===== src/logic/apr_consts.svh =====
// apr_consts.svh: offsets, field positions, reset values and timing counts
// assumes: included by bare name from any apr file that needs a constant
`ifndef APR_CONSTS_SVH
`define APR_CONSTS_SVH

// register byte offsets on the wishbone port
`define APR_OFF_CFG          5'h00
`define APR_OFF_CTL          5'h04
`define APR_OFF_STAT         5'h08
`define APR_OFF_PORT         5'h0C
`define APR_OFF_DIR          5'h10

// field positions
`define APR_CFG_MAP_LSB      0
`define APR_CFG_MAP_MSB      3
`define APR_CFG_VREF_LSB     4
`define APR_CFG_VREF_MSB     5
`define APR_CTL_CLK_LSB      0
`define APR_CTL_CLK_MSB      2
`define APR_CTL_CHAN_LSB     4
`define APR_CTL_CHAN_MSB     7
`define APR_CTL_GO_BIT       8
`define APR_STAT_BUSY_BIT    0
`define APR_STAT_DONE_BIT    1
`define APR_STAT_CNT_LSB     4
`define APR_STAT_CNT_MSB     7

// reset values
`define APR_CFG_RST          6'h00
`define APR_CTL_RST          7'h00
`define APR_DIR_RST          12'hFFF

// pin map and sequencing
`define APR_NUM_PINS         12
`define APR_MAP_FIRST_DIG    4'h4
`define APR_BITS_PER_CONV    4'hC
`define APR_RC_CODE          2'h3

// timing
`define APR_CLK_PERIOD_NS    50
`define APR_RC_TAD_NS        4000
`define APR_RC_TAD_CYC       (`APR_RC_TAD_NS / `APR_CLK_PERIOD_NS)

`endif


===== src/logic/apr_pkg.sv =====
// apr_pkg: types shared by the converter configuration block
// assumes: compiled before every apr module
package apr_pkg;

    typedef enum logic [1:0] {
        APR_IDLE   = 2'b00,
        APR_CONV   = 2'b01,
        APR_FINISH = 2'b11
    } apr_state_e;

    typedef struct packed {
        logic [1:0] reference_select;
        logic [3:0] pin_analog_map;
    } apr_cfg_s;

    typedef struct packed {
        logic [3:0] channel_select;
        logic [2:0] conversion_clock_select;
    } apr_ctl_s;

endpackage


===== src/logic/apr_tad_gen.sv =====
// apr_tad_gen: conversion bit time strobe from the oscillator or rc timing
// assumes: run_i and sel_i come from flops on clk_i; sel_i is held while running
`timescale 1ns/1ps
`include "apr_consts.svh"
module apr_tad_gen
    import apr_pkg::*;
(
    input  wire logic       clk_i,
    input  wire logic       rst_i,
    input  wire logic       run_i,
    input  wire logic [2:0] sel_i,
    output logic            tick_o
);
    localparam logic [6:0] RC_LAST = 7'(`APR_RC_TAD_CYC - 1);

    logic [6:0] cnt_r;
    logic [6:0] last;
    logic [2:0] expo;
    logic       rc_sel;
    logic [6:0] gap_r;

    assign rc_sel = (sel_i[1:0] == `APR_RC_CODE);
    assign expo   = {sel_i[1:0], sel_i[2]};
    // rc source gives a four microsecond bit time
    assign last   = rc_sel ? RC_LAST : 7'((8'h02 << expo) - 8'h01);
    assign tick_o = run_i && (cnt_r == last);

    always_ff @(posedge clk_i) begin
        if (rst_i || !run_i || tick_o) begin
            cnt_r <= 7'h00;
        end else begin
            cnt_r <= cnt_r + 7'h01;
        end
    end

    // gap since last strobe, for checking only
    always_ff @(posedge clk_i) begin
        if (rst_i || !run_i || tick_o) begin
            gap_r <= 7'h00;
        end else begin
            gap_r <= gap_r + 7'h01;
        end
    end
endmodule


===== src/logic/apr_pin_cell.sv =====
// apr_pin_cell: analog or digital assignment and port read for one input pin
// assumes: pin_i already synchronised to clk_i
`timescale 1ns/1ps
`include "apr_consts.svh"
module apr_pin_cell
    import apr_pkg::*;
#(
    parameter int IDX = 0
) (
    input  wire logic       clk_i,
    input  wire logic       rst_i,
    input  wire logic [3:0] map_i,
    input  wire logic       pin_i,
    output logic            digital_o,
    output logic            port_bit_o
);
    localparam logic [4:0] THRESH = 5'(15 - IDX);

    // codes from four upward turn pins digital from the top channel down
    assign digital_o  = (map_i >= `APR_MAP_FIRST_DIG) && ({1'b0, map_i} >= THRESH);
    // analog pins read back as zero
    assign port_bit_o = digital_o && pin_i;
endmodule


===== src/logic/apr_conv_cfg.sv =====
// apr_conv_cfg: converter reference, pin map and conversion clock control
// assumes: classic wishbone master on clk_i; pins asynchronous to clk_i
//
// The Wishbone register port and the placing of the registers were chosen for this implementation.
`timescale 1ns/1ps
`include "apr_consts.svh"
module apr_conv_cfg
    import apr_pkg::*;
(
    input  wire logic        clk_i,
    input  wire logic        rst_i,
    input  wire logic        wb_cyc_i,
    input  wire logic        wb_stb_i,
    input  wire logic        wb_we_i,
    input  wire logic [4:0]  wb_adr_i,
    input  wire logic [3:0]  wb_sel_i,
    input  wire logic [31:0] wb_dat_i,
    output logic      [31:0] wb_dat_o,
    output logic             wb_ack_o,
    input  wire logic [11:0] pin_i,
    output logic             vref_pos_ext_o,
    output logic             vref_neg_ext_o,
    output logic      [11:0] pin_digital_o,
    output logic      [3:0]  sample_chan_o,
    output logic             sample_from_driver_o,
    output logic             conv_busy_o,
    output logic             bit_tick_o,
    output logic             conv_done_o
);
    apr_cfg_s    cfg_r;
    apr_ctl_s    ctl_r;
    logic [11:0] dir_r;
    logic [11:0] pin_meta_r;
    logic [11:0] pin_sync_r;
    apr_state_e  state_r;
    apr_state_e  state_nxt;
    logic [3:0]  bit_cnt_r;
    logic [2:0]  run_clk_r;
    logic        done_flag_r;
    logic        tick;
    logic [11:0] digital;
    logic [11:0] port_bits;
    logic        bus_req;
    logic [4:0]  word_adr;
    logic        wr_cfg;
    logic        wr_ctl;
    logic        wr_stat;
    logic        wr_dir;
    logic        go;
    logic        last_bit;
    logic [31:0] rd_data;
    logic [3:0]  tick_seen_r;

    assign bus_req  = wb_cyc_i && wb_stb_i && !wb_ack_o;
    assign word_adr = {wb_adr_i[4:2], 2'b00};
    assign wr_cfg   = bus_req && wb_we_i && word_adr == `APR_OFF_CFG;
    assign wr_ctl   = bus_req && wb_we_i && word_adr == `APR_OFF_CTL;
    assign wr_stat  = bus_req && wb_we_i && word_adr == `APR_OFF_STAT;
    assign wr_dir   = bus_req && wb_we_i && word_adr == `APR_OFF_DIR;
    assign go       = wr_ctl && wb_sel_i[1] && wb_dat_i[`APR_CTL_GO_BIT]
                      && state_r == APR_IDLE;
    assign last_bit = tick && bit_cnt_r == `APR_BITS_PER_CONV - 4'h1;

    // pins pass two flops before any logic
    always_ff @(posedge clk_i) begin
        if (rst_i) begin
            pin_meta_r <= 12'h000;
            pin_sync_r <= 12'h000;
        end else begin
            pin_meta_r <= pin_i;
            pin_sync_r <= pin_meta_r;
        end
    end

    // configuration register, reset to zero, plain read/write
    always_ff @(posedge clk_i) begin
        if (rst_i) begin
            cfg_r <= `APR_CFG_RST;
        end else if (wr_cfg && wb_sel_i[0]) begin
            cfg_r <= wb_dat_i[`APR_CFG_VREF_MSB:`APR_CFG_MAP_LSB];
        end
    end

    always_ff @(posedge clk_i) begin
        if (rst_i) begin
            ctl_r <= `APR_CTL_RST;
        end else if (wr_ctl && wb_sel_i[0]) begin
            ctl_r.channel_select          <= wb_dat_i[`APR_CTL_CHAN_MSB:`APR_CTL_CHAN_LSB];
            ctl_r.conversion_clock_select <= wb_dat_i[`APR_CTL_CLK_MSB:`APR_CTL_CLK_LSB];
        end
    end

    always_ff @(posedge clk_i) begin
        if (rst_i) begin
            dir_r <= `APR_DIR_RST;
        end else if (wr_dir) begin
            if (wb_sel_i[0]) begin
                dir_r[7:0] <= wb_dat_i[7:0];
            end
            if (wb_sel_i[1]) begin
                dir_r[11:8] <= wb_dat_i[11:8];
            end
        end
    end

    // per-pin assignment and port read
    genvar gi;
    generate
        for (gi = 0; gi < `APR_NUM_PINS; gi = gi + 1) begin : g_pin
            apr_pin_cell #(
                .IDX        (gi)
            ) u_cell (
                .clk_i      (clk_i),
                .rst_i      (rst_i),
                .map_i      (cfg_r.pin_analog_map),
                .pin_i      (pin_sync_r[gi]),
                .digital_o  (digital[gi]),
                .port_bit_o (port_bits[gi])
            );
        end
    endgenerate

    apr_tad_gen u_tad (
        .clk_i  (clk_i),
        .rst_i  (rst_i),
        .run_i  (state_r == APR_CONV),
        .sel_i  (run_clk_r),
        .tick_o (tick)
    );

    // sequencer next state
    always_comb begin
        state_nxt = state_r;
        case (state_r)
            APR_IDLE: begin
                if (go) begin
                    state_nxt = APR_CONV;
                end
            end
            APR_CONV: begin
                if (last_bit) begin
                    state_nxt = APR_FINISH;
                end
            end
            APR_FINISH: begin
                state_nxt = APR_IDLE;
            end
            default: begin
                state_nxt = APR_IDLE;
            end
        endcase
    end

    // start depends on no channel or direction bit
    always_ff @(posedge clk_i) begin
        if (rst_i) begin
            state_r <= APR_IDLE;
        end else begin
            state_r <= state_nxt;
        end
    end

    // clock select latched at start so a rewrite cannot stretch a conversion
    always_ff @(posedge clk_i) begin
        if (rst_i) begin
            run_clk_r <= 3'h0;
        end else if (go) begin
            run_clk_r <= ctl_r.conversion_clock_select;
        end
    end

    always_ff @(posedge clk_i) begin
        if (rst_i || go) begin
            bit_cnt_r <= 4'h0;
        end else if (state_r == APR_CONV && tick) begin
            bit_cnt_r <= bit_cnt_r + 4'h1;
        end
    end

    // done flag: set wins over a write-one clear
    always_ff @(posedge clk_i) begin
        if (rst_i) begin
            done_flag_r <= 1'b0;
        end else if (last_bit) begin
            done_flag_r <= 1'b1;
        end else if (wr_stat && wb_sel_i[0] && wb_dat_i[`APR_STAT_DONE_BIT]) begin
            done_flag_r <= 1'b0;
        end
    end

    // registered outputs to the analog side
    always_ff @(posedge clk_i) begin
        if (rst_i) begin
            vref_pos_ext_o       <= 1'b0;
            vref_neg_ext_o       <= 1'b0;
            pin_digital_o        <= 12'h000;
            sample_chan_o        <= 4'h0;
            sample_from_driver_o <= 1'b0;
            conv_busy_o          <= 1'b0;
            bit_tick_o           <= 1'b0;
            conv_done_o          <= 1'b0;
        end else begin
            vref_pos_ext_o       <= cfg_r.reference_select[0];
            vref_neg_ext_o       <= cfg_r.reference_select[1];
            pin_digital_o        <= digital;
            // any selected pin is sampled, digital or not
            sample_chan_o        <= ctl_r.channel_select;
            // output pin converts its own driven level
            sample_from_driver_o <= (ctl_r.channel_select < 4'hC)
                                    && !dir_r[ctl_r.channel_select];
            conv_busy_o          <= (state_nxt == APR_CONV);
            bit_tick_o           <= tick && state_r == APR_CONV;
            conv_done_o          <= last_bit;
        end
    end

    // read mux
    always_comb begin
        rd_data = 32'h0000_0000;
        case (word_adr)
            `APR_OFF_CFG: begin
                // top two bits read as zero
                rd_data[`APR_CFG_VREF_MSB:`APR_CFG_MAP_LSB] = cfg_r;
            end
            `APR_OFF_CTL: begin
                rd_data[`APR_CTL_CHAN_MSB:`APR_CTL_CHAN_LSB] = ctl_r.channel_select;
                rd_data[`APR_CTL_CLK_MSB:`APR_CTL_CLK_LSB]   = ctl_r.conversion_clock_select;
            end
            `APR_OFF_STAT: begin
                rd_data[`APR_STAT_BUSY_BIT]                    = (state_r == APR_CONV);
                rd_data[`APR_STAT_DONE_BIT]                    = done_flag_r;
                rd_data[`APR_STAT_CNT_MSB:`APR_STAT_CNT_LSB]   = bit_cnt_r;
            end
            `APR_OFF_PORT: begin
                rd_data[11:0] = port_bits;
            end
            `APR_OFF_DIR: begin
                rd_data[11:0] = dir_r;
            end
            default: begin
                rd_data = 32'h0000_0000;
            end
        endcase
    end

    // wishbone slave: one wait state, ack for one cycle, unmapped reads zero
    always_ff @(posedge clk_i) begin
        if (rst_i) begin
            wb_ack_o <= 1'b0;
            wb_dat_o <= 32'h0000_0000;
        end else begin
            wb_ack_o <= bus_req;
            wb_dat_o <= bus_req ? rd_data : 32'h0000_0000;
        end
    end

    // ticks seen in the current conversion, for checking only
    always_ff @(posedge clk_i) begin
        if (rst_i || go) begin
            tick_seen_r <= 4'h0;
        end else if (tick && state_r == APR_CONV) begin
            tick_seen_r <= tick_seen_r + 4'h1;
        end
    end
endmodule


===== config.mk =====
export PLATFORM = sky130hd
export DESIGN_NAME = apr_conv_cfg
export DESIGN_NICKNAME = d
export VERILOG_FILES = /design/src/logic/apr_pkg.sv /design/src/logic/apr_tad_gen.sv /design/src/logic/apr_pin_cell.sv /design/src/logic/apr_conv_cfg.sv
export VERILOG_INCLUDE_DIRS = /design/src /design/src/logic
export SDC_FILE = /design/constraint.sdc
export NUM_CORES = 1
export LEC_CHECK = 0
export BUFFER_PORTS_ARGS = -buffer_cell sky130_fd_sc_hd__buf_2
export CAP_MARGIN = 20
export CORE_ASPECT_RATIO = 0.6
export CORE_MARGIN = 2
export CORE_UTILIZATION = 45
export DETAILED_ROUTE_END_ITERATION = 7
export GPL_TIMING_DRIVEN = 1
export PLACE_DENSITY = 0.69
export RECOVER_POWER = 100
export SYNTH_ARGS = -nofsm -noshare
export SYNTH_HDL_FRONTEND = slang
export SYNTH_SLANG_ARGS = --single-unit
export TNS_END_PERCENT = 10

===== constraint.sdc =====
create_clock -name clk_i -period 2.52 [get_ports clk_i]
set_clock_uncertainty 0.2 [all_clocks]
set_input_delay 0.126 -clock clk_i [delete_from_list [all_inputs] [get_ports clk_i]]
set_output_delay 0.126 -clock clk_i [all_outputs]
set_load 0.02 [all_outputs]

==> flow_summary.toml, run 1 <==
[die]
num_rows = 26
die-area_um2 = 9630
dieHeight_um = 76.8
initial_core_util_pct = 46.5
core_area_um2 = 8560
die_x_um = 125
io_pins = 113

[power_and_ir_drop]
ir_drop_v = 0.000396
combPwrFrac_pct = 5.6
power.internal_uw = 2480
p_leak_uw = 0.00192
swShare_pct = 23.3
clkPwrFrac_pct = 44.1
power.density_nw_per_um2 = 671
p_seq_share_pct = 50.3
p_switching_uw = 752

[routing]
drtPass1Iterations = 5
drt-initial-drc-count = 238
via_count = 3097
viasPerCell = 5.04
ant_nets = 0
wl_per_cell_um = 15.6
drc = 0
routed_wirelength_um = 9580

[clock_network]
cts_buffers = 9
clock_sinks = 101
cts_tree = "built"
htreeDepth = 3
cts_buffer_depth = 2
post_cts_buffers = 0
clock_latency_ns = 0.36
cts_root_buf = "clkbuf_16"
clkTransAtPathRegs_ns = 0.07

[timing]
final.setup.tns_ns = 0
finalHoldViolations = 0
setup_viol = 0
tightest_slew_ns = 0.660
slew_headroom_pct = 56.0
finalCritPeriodShare_pct = 91.4
rsz0062_at_grt = "no"
slew_violations = 0
fmax_mhz = 434
fin_crit_ns = 2.30

[worst_hold_path]
hp-class = "in2reg"
hold_depth = 3

[finish]
layout_commonest_cell = "dfxtp_1"
fillCellCount = 799
seq_area_um2 = 2020
drive_gt1_share_pct = 12.8
multi_input_area_um2 = 1720
area_delta_synth_final_pct = 20.9
nets = 556
final_cell_mix = "dfxtp_1 (101), nor2_1 (39), nor2b_1 (38)"
final_cell_count_no_fill = 614

[logic_synthesis]
synth_top_area_share_pct = 50.8
synthFlopType = "dfxtp_1"
async_flop_share_pct = 0
synth_cell_type_count = 55
syn-cell-area_um2 = 3980
ys_seq_area_share_pct = 50.8
synth_edf_count = 0
avgSynthCellArea_um2 = 9.63
synth_area_leader_cell = "dfxtp_1"
synth.area.top_cells = "dfxtp_1 (51%), nor2b_1 (6.0%), buf_4 (3.8%), nor2_1 (3.7%), mux2i_1 (3.5%)"
synth_warnings = 0
ys_ff_latch = 101
syn_inst = 413

[critical_path]
rr_worst_depth = 5
crit_family = "simple AND/OR/NAND/NOR gates"
worst-setup-path-type = "in2reg"
cp_slowest_cell = "and2_0"
crit_fanout = 12
worst_setup_path_start_kind = "input port"
path_buf_inv = 2
crit_path_max_incr_delay_ns = 0.57
cp.depth = 6
cp-end-kind = "register"
critPathArrivalTime_ns = 2.35
required_ns = 2.57
worstPathCellList = "dlygate4sd3_1, buf_2, nor2_1, and2_0, nand3_1, a211o_1"

[status]
status = "finished clean"

[global_route]
grt_pass1_vias = 2849
antenna_found_initial = 1
grt_pass1_wl_um = 15000
grt_overflow = 0
track_usage_pct = 20.1
grt_max_degree = 37

[place]
dp_cells = 571
dp_hpwl_um = 6660
port_buffers = 68
gp_congestion = 0.918

[run]
cap_violations = 0
final timing paths:
check,startpoint,to,slack [ns]
max,wb_adr_i[2],dir_r[11]$_SDFFE_PP1P_,0.22
min,wb_adr_i[4],wb_dat_o[6]$_SDFF_PP0_,0.04
max reg2reg,wb_ack_o$_SDFF_PP0_,conv_busy_o$_SDFF_PP0_,0.36
min reg2reg,pin_meta_r[2]$_SDFF_PP0_,pin_sync_r[2]$_SDFF_PP0_,0.24
power groups by stage:
| stage | combinational, µW | clock [µW] | sequential, µW |
|---|---|---|---|
| global route | 193 | 1520 | 1630 |
| CTS | 179 | 1450 | 1630 |
| finish | 179 | 1420 | 1630 |
| floorplan | 119 | 0 | 1660 |
| detailed placement | 148 | 0 | 1660 |
| global placement | 146 | 0 | 1660 |
worst min-delay path, cell delays in order:
cell     delay (ns)
buf_2          0.20
nand3_1        0.12
a21oi_1        0.08
synthesized netlist by cell type (4+ instances only):
cell,number
a32oi_1,5
nand3b_1,12
o21a_1,5
inv_1,9
o21ai_0,4
nor2_1,39
clkbuf_1,18
buf_2,6
a211o_1,5
xnor2_1,5
nand2_1,34
mux2i_1,14
a21oi_1,17
buf_4,20
and3_1,6
nand3_1,15
nor2b_1,38
nand2b_1,5
dfxtp_1,101
cell type report:
class | instances | area share, %
Timing Repair Buffer | 99 | 12.2
Clock inverter | 7 | 1.66
Clock buffer | 9 | 4.68
Tap cell | 112 | 2.91
Multi-Input combinational cell | 276 | 35.8
Inverter | 9 | 0.702
Sequential cell | 101 | 42.0
Antenna cell | 1 | 0.0520
layer usage:
layer,up-vias,wire length (µm),track usage [%]
met2,107,3890,28.1
met1,1451,4700,28.6
met4,0,133,6.44
li1,1529,-,-
met5,-,0,0
met3,10,858,7.47
registers in the layout, summed over array words and instances, names as in the netlist, 2 cells and up:
register / flops
cfg_r: 6
pin_digital_o: 12
run_clk_r: 3
bit_cnt_r: 4
dir_r: 12
pin_sync_r: 12
wb_dat_o: 12
sample_chan_o: 4
state_r: 2
ctl_r: 7
pin_meta_r: 12
u_tad.cnt_r: 7
kinds of logic after synthesis:
kind of cell	after synthesis	share of synthesized area (%)
AND/OR/NAND/NOR	169	22.8
flip-flops	101	50.8
AO/OA/AOI/OAI	58	10.8
buffers and inverters	55	7.26
multiplexers	18	5.50
XOR/XNOR	9	2.17
adder cells (fa/ha/maj)	2	0.629
other	1	0.0942
metrics by stage:
step | hold WS [ns] | utilization (%) | worst slack [ns] | instance area (µm²) | power [µW]
6_report | 0.0420 | 56.2 | 0.217 | 4810 | 3230
2_1_floorplan | 0.0500 | - | 0.641 | 4050 | 1780
4_1_cts | 0.0249 | 57.0 | 0.260 | 4880 | 3260
3_5_place_dp | 0.138 | 50.4 | 0.611 | 4310 | 1810
5_1_grt | 0.0531 | 56.2 | 0.0650 | 4810 | 3340
3_3_place_gp | 0.138 | 50.4 | 0.646 | 4310 | 1810
what timing repair did:
action                     4_1_cts  5_1_grt
hold buffers                    26        0
gates resized for setup          0        0
hold endpoints to repair        40        0
setup endpoints to repair        0        0
Note: power is estimated with default switching activity, not from simulation.
==> inputs of run 2 (changes only) <==
CORE_MARGIN = unset   (was 2)
clock period = 2.9 ns   (was 2.52 ns; I/O delays follow)
==> run 2 against run 1 <==
Effect of this change:
- power is 12% lower
- clock-buffer cell count is the same
- first-iteration DRC count shrank 20%
- utilization is 0.73 points higher
- flip-flop and latch count stayed put
- wire length decreased by 1.7%
- combinational power fell by 9%
- sequential power down 13%
- critical path depth down 2
- non-clock buffer count up 4
- worst hold slack worse by 0.0014 ns
- clock power is 11% lower
- largest cell class unchanged
- highest routed layer is now met5
==> flow_summary.toml, run 2 (synthesized netlist as in run 1, its figures left out) <==
[power_and_ir_drop]
ir_drop_v = 0.000292
power.density_nw_per_um2 = 582
p_leak_uw = 0.00195

[critical_path]
worst_setup_path_start_kind = "input port"
r2r_slack_ns = 0.70
crit_fanout = 31
required_ns = 2.88
timing.rr.end = "ctl_r[5]$_SDFFE_PP0P_"
cp-end-kind = "register"
rr_startpoint = "wb_ack_o$_SDFF_PP0_"
critPathArrivalTime_ns = 2.42
worst-setup-path-type = "in2reg"
rr_worst_depth = 6

[timing]
finalCritPeriodShare_pct = 84.0
slew_violations = 0
fin_crit_ns = 2.44
holdWs_ns = 0.0406
slew_headroom_pct = 17.2
final.setup.tns_ns = 0
setup_viol = 0
rsz0062_at_grt = "no"
finalHoldViolations = 0
tightest_slew_ns = 1.24
fmax_mhz = 410

[run]
cap_violations = 0

[finish]
num_antenna_cells = 0
final_cell_count_no_fill = 617
layout_commonest_cell = "dfxtp_1"
nets = 560
area_delta_synth_final_pct = 22.5
final_area_um2 = 4870
final_cell_mix = "dfxtp_1 (101), nor2_1 (39), nor2b_1 (38), clkbuf_1 (38), nand2_1 (34)"
multi_input_area_um2 = 1740
seq_area_um2 = 2020
post-route-util_pct = 57.0
drive_gt1_share_pct = 12.3
fillCellCount = 783

[clock_network]
clock_sinks = 101
cts_buffer_depth = 2
clkTransAtPathRegs_ns = 0.07
cts_buffers = 9
htreeDepth = 3
cts_root_buf = "clkbuf_16"
clock_latency_ns = 0.36
cts_tree = "built"

[worst_hold_path]
min_to = "wb_dat_o[6]$_SDFF_PP0_"
hold_depth = 3
min_from = "wb_adr_i[4]"
hp-class = "in2reg"

[place]
port_buffers = 68
dp_hpwl_um = 6590
post_dp_cell_area_um2 = 4310
dp_cells = 570
gp_congestion = 0.869

[die]
io_pins = 113
die_x_um = 123
initial_core_util_pct = 46.5
die-area_um2 = 9230
core_area_um2 = 8560
dieHeight_um = 74.8
num_rows = 26

[global_route]
grt_max_degree = 32
grt_pass1_wl_um = 14500
antenna_found_initial = 2
grt_pass1_vias = 2937
track_usage_pct = 21.6
grt_overflow = 0

[routing]
via_count = 3151
drc = 0
routed_wirelength_um = 9420
wl_per_cell_um = 15.3
drt-initial-drc-count = 190
ant_nets = 0
viasPerCell = 5.11
drtPass1Iterations = 5

[status]
status = "finished clean"
[run 2: cell types whose count changed in the layout (fill, tap and decap cells not counted), moves of 2 or more]
| cell | before | now |
|---|---|---|
| and2_0 | 2 | 0 |
| and2_1 | 0 | 2 |
| buf_2 | 33 | 31 |
| dlygate4sd3_1 | 26 | 31 |
[run 2: layer usage]
metal	global-route usage (%)	part of all wire [%]	wire, µm
met1	29.7	50	4690
met2	31.1	40	3760
met3	9.47	9.2	866
met4	5.49	1.0	95
met5	0	0.11	10
[run 2: worst max-delay path, cell delays in order]
cell           delay [ns]
dlygate4sd3_1        0.52
clkbuf_1             0.63
clkbuf_1             0.98
nor2b_1              0.14
[run 2: stage by stage]
| step | power, µW | worst slack, ns |
|---|---|---|
| after CTS | 2860 | 0.698 |
| after floorplan | 1550 | 1.02 |
| final | 2840 | 0.464 |
| after global placement | 1570 | 0.848 |
| after global routing | 2930 | 0.375 |
| after detailed placement | 1570 | 0.797 |
[run 2: area by class of cell]
| cell class | instances | area share [%] |
|---|---|---|
| Clock buffer | 9 | 4.62 |
| Clock inverter | 7 | 1.80 |
| Inverter | 9 | 0.693 |
| Multi-Input combinational cell | 276 | 35.6 |
| Sequential cell | 101 | 41.5 |
| Tap cell | 112 | 2.87 |
| Timing Repair Buffer | 103 | 12.9 |
[run 2: power by group]
group          leakage [µW]  total, µW  switching [µW]  internal [µW]
sequential         0.000820       1410            7.11           1410
combinational      0.000972        162            91.5           70.3
clock              0.000155       1260             569            692
total               0.00195       2840             668           2170
[run 2: what timing repair did]
item | CTS | global route
buffers inserted | 0 | 0
endpoints found under the hold margin | 43 | 0
hold buffers | 31 | 0
resized for setup | 0 | 0
[run 2: how the worst max path moves through the flow]
| stage | start | to | slack [ns] |
|---|---|---|---|
| global route | rst_i | vref_pos_ext_o$_SDFF_PP0_ | 0.37 |
| CTS | wb_adr_i[2] | dir_r[11]$_SDFFE_PP1P_ | 0.70 |
| detailed placement | wb_ack_o$_SDFF_PP0_ | ctl_r[1]$_SDFFE_PP0P_ | 0.80 |
| floorplan | wb_ack_o$_SDFF_PP0_ | ctl_r[1]$_SDFFE_PP0P_ | 1.02 |
| global placement | wb_ack_o$_SDFF_PP0_ | ctl_r[0]$_SDFFE_PP0P_ | 0.85 |
| finish | rst_i | vref_pos_ext_o$_SDFF_PP0_ | 0.46 |
==> inputs of run 3 (changes only) <==
clock period = 2.33 ns   (was 2.9 ns; I/O delays follow)
==> run 3 against run 2 <==
Effect of this change:
- final cell count down 0.16%
- clock-buffer cell count unchanged
- highest routed layer is now met4
- flip-flop and latch count stayed put
- sequential share of layout area grew 0.54 points
- die area did not move
==> flow_summary.toml, run 3 (synthesized netlist as in run 1, its figures left out) <==
[clock_network]
post_cts_buffers = 0
cts_buffers = 9
cts_root_buf = "clkbuf_16"
cts_hold_buf = 27
clock_sinks = 101
htreeDepth = 3
clock_latency_ns = 0.35
clkTransAtPathRegs_ns = 0.06
cts_tree = "built"
cts_buffer_depth = 2
cts_resized = 0

[die]
die-area_um2 = 9230
io_pins = 113
initial_core_util_pct = 46.5
core_area_um2 = 8560
num_rows = 26
die_x_um = 123
dieHeight_um = 74.8

[timing]
slew_violations = 0
slew_headroom_pct = 55.9
setup_viol = 0
rsz0062_at_grt = "no"
final.setup.tns_ns = 0
finalHoldViolations = 0
finalCritPeriodShare_pct = 91.8
fin_crit_ns = 2.14
fmax_mhz = 468
tightest_slew_ns = 0.661

[critical_path]
worstPathCellList = "dlygate4sd3_1, buf_2, nor2b_1, and2_0, mux2i_1, nor2_1"
required_ns = 2.33
r2r_slack_ns = 0.21
cp_slowest_cell = "and2_0"
crit_fanout = 12
worst_setup_path_start_kind = "input port"
crit_path_max_incr_delay_ns = 0.59
worst-setup-path-type = "in2reg"
critPathArrivalTime_ns = 2.14
cp-end-kind = "register"

[routing]
met3_wirelength_um = 895
drc = 0
top_layer = "met4"
dr_wl_met2_um = 3670
ant_nets = 0
drtPass1Iterations = 7
wl_met1_um = 4620
viasPerCell = 5.06
routed_wirelength_um = 9290
wl_per_cell_um = 15.1
via_count = 3116
drt-initial-drc-count = 222

[place]
port_buffers = 68
dp_hpwl_um = 6610
gp_congestion = 0.898

[worst_hold_path]
hp-class = "in2reg"

[global_route]
antenna_found_initial = 1
grt_pass1_vias = 2783
grt_max_degree = 71
track_usage_pct = 21.5
grt_pass1_wl_um = 14400
grt_overflow = 0

[run]
cap_violations = 0

[finish]
nets = 559
final_cell_mix = "dfxtp_1 (101), nor2_1 (39), clkbuf_1 (39)"
drive_gt1_share_pct = 12.5
fillCellCount = 786
post-route-util_pct = 56.2
num_antenna_cells = 0
area_delta_synth_final_pct = 20.9
layout_commonest_cell = "dfxtp_1"

[power_and_ir_drop]
ir_drop_v = 0.000519
p_leak_uw = 0.00191
power.density_nw_per_um2 = 698

[status]
status = "finished clean"
[run 3: cell count changes in the layout (fill, tap and decap cells not counted)]
| cell | previous run | this run |
|---|---|---|
| and2_0 | 0 | 1 |
| and2_1 | 2 | 1 |
| buf_2 | 31 | 32 |
| bufinv_16 | 1 | 0 |
| clkbuf_1 | 38 | 39 |
| clkbuf_2 | 0 | 1 |
| clkinvlp_4 | 0 | 3 |
| dlygate4sd3_1 | 31 | 27 |
| inv_8 | 2 | 0 |
| nor4_1 | 0 | 1 |
| nor4_2 | 1 | 0 |
[run 3: power by group]
part	internal, µW	leakage, µW	switching [µW]
registers	1750	0.000820	8.16
logic	82.1	0.000957	113
clock network	737	0.000129	671
total	2570	0.00191	792
[run 3: metal layers]
metal,vias to the layer above,track usage (%)
met5,-,0
met4,0,5.22
met3,12,7.88
met2,122,30.0
met1,1447,31.3
li1,1535,-
[run 3: area by class of cell]
type	count	area [µm²]	area share, %
clock buffer	9	225	4.68
clock inverter	7	57.6	1.20
inverter	9	33.8	0.702
multi-input combinational	276	1730	35.9
sequential	101	2020	42.0
tap	112	140	2.91
timing repair buffer	102	604	12.6
[run 3: worst paths after layout]
check | end | from | cells after the start
max | ctl_r[5]$_SDFFE_PP0P_ | wb_adr_i[2] | 6
min | wb_dat_o[6]$_SDFF_PP0_ | wb_adr_i[4] | 3
max reg2reg | ctl_r[5]$_SDFFE_PP0P_ | wb_ack_o$_SDFF_PP0_ | 5
min reg2reg | pin_sync_r[9]$_SDFF_PP0_ | pin_meta_r[9]$_SDFF_PP0_ | 1
[run 3: worst max-delay path, delay by kind of cell]
| kind | cells | cell delay [ns] |
|---|---|---|
| multiplexers | 1 | 0.26 |
| buffers and inverters | 2 | 0.76 |
| AND/OR/NAND/NOR | 3 | 1.00 |
[run 3: per-stage QoR]
step	total power (µW)	setup slack, ns	cells	hold slack (ns)	area [µm²]
2_1_floorplan	1930	0.451	432	0.0405	4050
3_3_place_gp	1960	0.431	573	0.125	4330
3_5_place_dp	1960	0.383	573	0.132	4330
4_1_cts	3390	0.279	616	0.0227	4880
5_1_grt	3480	0.0669	616	0.0607	4810
6_report	3360	0.191	616	0.0395	4810
